[src/rtl/odm_cfg.svh]
// constants for the output dependency matrix: offsets, fields, reset values
`ifndef ODM_CFG_SVH
`define ODM_CFG_SVH

// ============================================================
// register indexes (byte address is four times the index)
`define ODM_IDX_O6T1_PRI 7'h2B
`define ODM_IDX_O6T1_SEC 7'h2C
`define ODM_IDX_O6T1_IO 7'h2D
`define ODM_IDX_O6T2_PRI 7'h2E
`define ODM_IDX_O6T2_SEC 7'h2F
`define ODM_IDX_O6T2_IO 7'h30
`define ODM_IDX_O6_CFG 7'h31
`define ODM_IDX_O7_PRI 7'h32
`define ODM_IDX_O7_SEC 7'h33
`define ODM_IDX_O7_IO 7'h34
`define ODM_IDX_O7_CFG 7'h35
`define ODM_IDX_O8_DEP 7'h3B
`define ODM_IDX_MR_MASK 7'h40
`define ODM_IDX_STATUS 7'h50

// ============================================================
// field positions
`define ODM_O6T1_O8_BIT 0
`define ODM_O6T2_O8_BIT 5
`define ODM_O7_O8_BIT 0
`define ODM_MR_O6_BIT 5
`define ODM_MR_O7_BIT 6

// ============================================================
// reset values
`define ODM_MASK_RST 8'h00
`define ODM_ACK_RST 1'b0

`endif

[src/rtl/odm_pkg.sv]
// types for the output dependency matrix
package odm_pkg;

  // ============================================================
  // classic wishbone request and answer
  typedef struct packed {
    logic cyc;
    logic stb;
    logic we;
    logic [8:0] adr;
    logic [3:0] sel;
    logic [31:0] dat;
  } wb_req_t;

  typedef struct packed {
    logic ack;
    logic [31:0] dat;
  } wb_rsp_t;

  // ============================================================
  // monitored conditions, each bit high means no fault
  typedef struct packed {
    logic [5:0] primary_ok;
    logic [5:0] secondary_ok;
    logic [1:0] watchdog_ok;
    logic [3:0] logic_in;
  } cond_t;

  // three mask bytes of one product term
  typedef struct packed {
    logic [7:0] io;
    logic [7:0] sec;
    logic [7:0] pri;
  } term_mask_t;

endpackage

[src/rtl/output_dependency_matrix.sv]
// dependency logic for programmable outputs six and seven, wishbone registers
`timescale 1ns/1ps
`include "odm_cfg.svh"

module output_dependency_matrix
(
  // clock and reset
  input wire logic REF_CLK,
  input wire logic RESET,
  // register bus
  input odm_pkg::wb_req_t WB_REQ,
  output odm_pkg::wb_rsp_t WB_RSP,
  // monitored conditions
  input odm_pkg::cond_t COND,
  input wire logic MANUAL_RESET_N,
  // other outputs asserted: bits one to five, then eight
  input wire logic [5:0] OTHER_ASSERTED,
  // dependent outputs, logical assert level
  output logic PROG_OUTPUT_SIX,
  output logic PROG_OUTPUT_SEVEN
);
  import odm_pkg::*;

  // ============================================================
  // registers
  term_mask_t o6t1;
  term_mask_t o6t2;
  term_mask_t o7m;
  logic [7:0] o6_cfg;
  logic [7:0] o7_cfg;
  logic [7:0] o8_dep;
  logic [7:0] mr_mask;
  logic ack;
  logic [31:0] rdata;
  logic [31:0] next_rdata;
  logic [6:0] idx;
  logic wr_en;
  logic wr_byte;

  // other outputs
  logic o1_asserted;
  logic o2_asserted;
  logic o3_asserted;
  logic o4_asserted;
  logic o5_asserted;
  logic o8_asserted;

  // term evaluation
  logic [23:0] ok6;
  logic [23:0] ok7;
  logic term6a;
  logic term6b;
  logic term7;
  logic next_six;
  logic next_seven;

  assign idx = WB_REQ.adr[8:2];
  assign wr_en = WB_REQ.cyc & WB_REQ.stb & WB_REQ.we & ~ack;
  // only the low byte lane holds register bits
  assign wr_byte = wr_en & WB_REQ.sel[0];

  // ============================================================
  // mask register writes
  always_ff @(posedge REF_CLK)
  begin
    if (RESET)
    begin
      o6t1 <= {3{`ODM_MASK_RST}};
      o6t2 <= {3{`ODM_MASK_RST}};
      o7m <= {3{`ODM_MASK_RST}};
      o6_cfg <= `ODM_MASK_RST;
      o7_cfg <= `ODM_MASK_RST;
      o8_dep <= `ODM_MASK_RST;
      mr_mask <= `ODM_MASK_RST;
    end
    else if (wr_byte)
    begin
      unique case (idx)
        `ODM_IDX_O6T1_PRI: o6t1.pri <= WB_REQ.dat[7:0];
        `ODM_IDX_O6T1_SEC: o6t1.sec <= WB_REQ.dat[7:0];
        `ODM_IDX_O6T1_IO: o6t1.io <= WB_REQ.dat[7:0];
        `ODM_IDX_O6T2_PRI: o6t2.pri <= WB_REQ.dat[7:0];
        `ODM_IDX_O6T2_SEC: o6t2.sec <= WB_REQ.dat[7:0];
        `ODM_IDX_O6T2_IO: o6t2.io <= WB_REQ.dat[7:0];
        `ODM_IDX_O6_CFG: o6_cfg <= WB_REQ.dat[7:0];
        `ODM_IDX_O7_PRI: o7m.pri <= WB_REQ.dat[7:0];
        `ODM_IDX_O7_SEC: o7m.sec <= WB_REQ.dat[7:0];
        `ODM_IDX_O7_IO: o7m.io <= WB_REQ.dat[7:0];
        `ODM_IDX_O7_CFG: o7_cfg <= WB_REQ.dat[7:0];
        `ODM_IDX_O8_DEP: o8_dep <= WB_REQ.dat[7:0];
        `ODM_IDX_MR_MASK: mr_mask <= WB_REQ.dat[7:0];
        default:
        begin
          // unmapped writes are acknowledged and dropped
        end
      endcase
    end
  end

  // ============================================================
  // read mux; unmapped and reserved read as zero
  always_comb
  begin
    next_rdata = 32'h00000000;
    unique case (idx)
      `ODM_IDX_O6T1_PRI: next_rdata[7:0] = o6t1.pri;
      `ODM_IDX_O6T1_SEC: next_rdata[7:0] = o6t1.sec;
      `ODM_IDX_O6T1_IO: next_rdata[7:0] = o6t1.io;
      `ODM_IDX_O6T2_PRI: next_rdata[7:0] = o6t2.pri;
      `ODM_IDX_O6T2_SEC: next_rdata[7:0] = o6t2.sec;
      `ODM_IDX_O6T2_IO: next_rdata[7:0] = o6t2.io;
      `ODM_IDX_O6_CFG: next_rdata[7:0] = o6_cfg;
      `ODM_IDX_O7_PRI: next_rdata[7:0] = o7m.pri;
      `ODM_IDX_O7_SEC: next_rdata[7:0] = o7m.sec;
      `ODM_IDX_O7_IO: next_rdata[7:0] = o7m.io;
      `ODM_IDX_O7_CFG: next_rdata[7:0] = o7_cfg;
      `ODM_IDX_O8_DEP: next_rdata[7:0] = o8_dep;
      `ODM_IDX_MR_MASK: next_rdata[7:0] = mr_mask;
      `ODM_IDX_STATUS: next_rdata[4:0] = {term7, term6b, term6a, PROG_OUTPUT_SEVEN,
                                          PROG_OUTPUT_SIX};
      default: next_rdata = 32'h00000000;
    endcase
  end

  // ============================================================
  // bus answer: one wait state, ack drops the cycle after it rose
  always_ff @(posedge REF_CLK)
  begin
    if (RESET)
    begin
      ack <= `ODM_ACK_RST;
    end
    else
    begin
      ack <= WB_REQ.cyc & WB_REQ.stb & ~ack;
    end
  end

  always_ff @(posedge REF_CLK)
  begin
    if (RESET)
    begin
      rdata <= 32'h00000000;
    end
    else if (WB_REQ.cyc & WB_REQ.stb & ~ack & ~WB_REQ.we)
    begin
      rdata <= next_rdata;
    end
  end

  assign WB_RSP.ack = ack;
  assign WB_RSP.dat = rdata;

  // ============================================================
  // no-fault vectors; an output is healthy while it is not asserted
  assign o1_asserted = OTHER_ASSERTED[0];
  assign o2_asserted = OTHER_ASSERTED[1];
  assign o3_asserted = OTHER_ASSERTED[2];
  assign o4_asserted = OTHER_ASSERTED[3];
  assign o5_asserted = OTHER_ASSERTED[4];
  assign o8_asserted = OTHER_ASSERTED[5];

  // six and seven feed each other from flops, so no combinational loop
  assign ok6 = {~PROG_OUTPUT_SEVEN, ~o5_asserted, ~o4_asserted, ~o3_asserted,
                ~o2_asserted, ~o1_asserted, COND.logic_in[3:2],
                COND.logic_in[1:0], COND.secondary_ok,
                COND.watchdog_ok, COND.primary_ok};
  assign ok7 = {~PROG_OUTPUT_SIX, ~o5_asserted, ~o4_asserted, ~o3_asserted,
                ~o2_asserted, ~o1_asserted, COND.logic_in[3:2],
                COND.logic_in[1:0], COND.secondary_ok,
                COND.watchdog_ok, COND.primary_ok};

  // ============================================================
  // product terms: masked-off bits contribute a one
  assign term6a = (&(~o6t1 | ok6))
                & (~o6_cfg[`ODM_O6T1_O8_BIT] | ~o8_asserted);
  assign term6b = (&(~o6t2 | ok6))
                & (~o8_dep[`ODM_O6T2_O8_BIT] | ~o8_asserted);
  assign term7 = (&(~o7m | ok7))
               & (~o7_cfg[`ODM_O7_O8_BIT] | ~o8_asserted);

  // ============================================================
  // output state; small-variant bits left at zero simply drop out
  assign next_six = (mr_mask[`ODM_MR_O6_BIT] & ~MANUAL_RESET_N)
                  | ~(term6a | term6b);
  assign next_seven = (mr_mask[`ODM_MR_O7_BIT] & ~MANUAL_RESET_N)
                    | ~term7;

  always_ff @(posedge REF_CLK)
  begin
    if (RESET)
    begin
      // held asserted in reset so supplies stay off
      PROG_OUTPUT_SIX <= 1'b1;
      PROG_OUTPUT_SEVEN <= 1'b1;
    end
    else
    begin
      PROG_OUTPUT_SIX <= next_six;
      PROG_OUTPUT_SEVEN <= next_seven;
    end
  end

endmodule

[config.mk]
export PLATFORM = sky130hd
export DESIGN_NAME = output_dependency_matrix
export DESIGN_NICKNAME = d
export VERILOG_FILES = /design/src/rtl/odm_pkg.sv /design/src/rtl/output_dependency_matrix.sv
export VERILOG_INCLUDE_DIRS = /design/src /design/src/rtl
export SDC_FILE = /design/constraint.sdc
export NUM_CORES = 1
export LEC_CHECK = 0
export BUFFER_PORTS_ARGS = -buffer_cell sky130_fd_sc_hd__buf_2
export CAP_MARGIN = 40
export CORE_MARGIN = 4
export CORE_UTILIZATION = 40
export CTS_BUF_LIST = sky130_fd_sc_hd__clkbuf_8
export CTS_CLUSTER_SIZE = 28
export DETAILED_ROUTE_END_ITERATION = 12
export GPL_ROUTABILITY_DRIVEN = 0
export PLACE_DENSITY = 0.57
export SLEW_MARGIN = 10
export SYNTH_ARGS = -nofsm -noshare
export SYNTH_HDL_FRONTEND = slang
export SYNTH_SLANG_ARGS = --single-unit
[constraint.sdc]
create_clock -name REF_CLK -period 2.8 [get_ports REF_CLK]
set_clock_uncertainty 0.2 [all_clocks]
set_input_delay 0.42 -clock REF_CLK [delete_from_list [all_inputs] [get_ports REF_CLK]]
set_output_delay 0.42 -clock REF_CLK [all_outputs]
set_load 0.01 [all_outputs]
==> metrics.cfg <==
[outcome]
run_status=completed

[synthesis]
syn_avg_cell_area_um2=9.09
synth_cell_types=66
synth_seq_cells=115
synth_flop_cell=dfxtp_1
netlist_instances=674
synthesis.area_mm2=0.00613
synth_top_area_cell=dfxtp_1
synth_area_leaders=dfxtp_1 38%, mux2i_1 15%, nor2_1 6.2%
yosysSeqAreaShare_pct=37.6
yosys_warnings=0
synth-edff-count=0
yosysTopAreaCellShare_pct=37.6
synthArstFlopShare_pct=0

[cells_and_area]
seq_area_mm2=0.00230
areaGrowthSynthToFinish_pct=13.5
diodes=0
final_common_cell=dfxtp_1
fill_cells=1461
multi_input_area_mm2=0.00343
fin_nets=803
layout_common_cells=115 x dfxtp_1, 101 x nor2_1, 94 x mux2i_1
drive_above_1_share_pct=19.7

[global_routing]
overflow=0
grt_pass1_wl_mm=32.0
globalRouteTotalUtil_pct=24.2
grt_max_degree=44
antenna_found_initial=0
grt_pass1_vias=5324

[sta]
setup_viol=0
slew_headroom_pct=51.3
max_clock_freq_mhz=436
setup_ws_ns=0.504
finalCritPeriodShare_pct=82.0
slew_viol_final=0
fin_crit_ns=2.30
tightest_slew_ns=0.712
fin_tns_setup_ns=0
rsz0062_at_grt=false
finalHoldViolations=0
hold_slack_ns=0.136

[drt]
drtIter0Drc=683
vias_per_cell=5.89
wl_mm=21.1
drtAntennaViolNets=0
post_drt_wl_per_cell_um=22.8
drc=0
via_count=5443
drt_pass1_iterations=5

[worst_setup_path]
endpoint_kind=register
critical_path_class=reg -> reg
crit_end=rdata[3]
r2r-end=rdata[3]
arrival_ns=2.45
reg2reg_depth=5
r2r_setup_slack_ns=0.50
worstSetupStartpointType=register
critPathLaunch=o6t2[16]
worst_r2r_startpoint=o6t2[16]
worstPathRequired_ns=2.95
path_max_fanout=3

[cts]
cts_buffers=17
cts_tree=built
postCtsSetupBuffers=0
clk_latency_ns=0.44
clock_sinks=115
cts_buffer_depth=2
ctsResizeCount=0
path_clk_slew_ns=0.07
clockRootBuffer=clkbuf_8
postCtsHoldBufs=0
cts.htree.levels=4

[floorplan]
die_w_um=132
die-area_mm2=0.0174
rows=44
pin_count=110
initial_utilization_pct=41.5
die_h_um=132
core_area_mm2=0.0148

[flow_run]
cap_violations=0

[hold_path]
whs_path_depth=3
hold_class=in -> reg

[power]
peakVddDrop_uv=291
leakage_nw=3.02
powerDensity_mw_per_mm2=528

[placement]
io_buffers=56
dp_hpwl_mm=15.7
dpl_worst_slack_ns=0.245

==> flip-flops by register name (all words and copies together) (netlist names) <==
signal / cells
o8_dep: 8
mr_mask: 8
o7_cfg: 8
o6_cfg: 8
o7m: 24
PROG_OUTPUT_SIX: 1
o6t1: 24
o6t2: 24
ack: 1
rdata: 8
PROG_OUTPUT_SEVEN: 1
==> through the flow <==
stage	instance area [um2]	power (mW)	utilization [%]	cells
after floorplan	6210	1.85	-	697
after global placement	6500	1.94	44.1	893
after detailed placement	6500	1.94	44.1	893
after CTS	6950	3.69	47.1	924
after global routing	6950	3.79	47.1	924
final	6950	3.67	47.1	924
==> power breakdown <==
part           internal (mW)  total (mW)  switching [mW]
Combinational         0.0715       0.264           0.193
Sequential              1.64        1.64         0.00448
Clock                   1.09        1.77           0.676
Total                   2.80        3.67           0.873
==> cell families after synthesis <==
logic type | synth area share (%)
compound gates | 14.0
buf+inv | 7.82
flops | 37.6
mux | 19.7
other cells | 0.0612
simple gates | 20.8
==> area by class of cell <==
type	count	area share [%]
clock buffer	19	3.76
clock inverter	12	2.70
inverter	22	1.19
multi-input combinational	493	49.4
sequential	115	33.1
tap	184	3.31
timing repair buffer	79	6.55
==> cell usage after synthesis, drive strengths merged (2+ instances only) <==
master,count
nand3,22
a22oi,9
nand2,49
a31o,2
a22o,12
nand4,6
clkbuf,24
mux4,7
a222oi,3
a221o,2
a32oi,5
o221ai,3
nand3b,3
a21oi,25
o2111ai,5
a32o,4
inv,22
a2111o,3
mux2i,94
mux2,9
nand2b,10
o21ai,4
a2111oi,6
nor4,3
and3b,4
nor3b,3
nor2,103
nor2b,25
and3,6
a311oi,4
dfxtp,115
a2bb2oi,2
a221oi,6
buf,43
and2,9
nor3,8
==> per-layer routing <==
metal  vias to the layer above  GRT usage [%]  share of wire [%]
met5                         -              0                  0
met4                         0           8.40                2.9
met3                        48           7.14                9.6
met2                       303           36.9                 44
met1                      2624           32.7                 43
li1                       2468              -                  -
==> worst min path at each step <==
stage | start | end | slack (ns)
global placement | mr_mask[7] | mr_mask[7] | 0.25
CTS | MANUAL_RESET_N | PROG_OUTPUT_SIX | 0.11
floorplan | mr_mask[0] | mr_mask[0] | 0.23
global route | MANUAL_RESET_N | PROG_OUTPUT_SIX | 0.16
finish | MANUAL_RESET_N | PROG_OUTPUT_SIX | 0.14
detailed placement | mr_mask[7] | mr_mask[7] | 0.25
==> critical path, cell delays in order (launching register included) <==
cell and delay, ns:
dfxtp_1 0.36, nor2b_1 0.16, a2111o_1 0.37, nor4_1 0.52
nand4_1 0.30, a311oi_2 0.29
No activity file was read; power rests on OpenSTA's default activity.
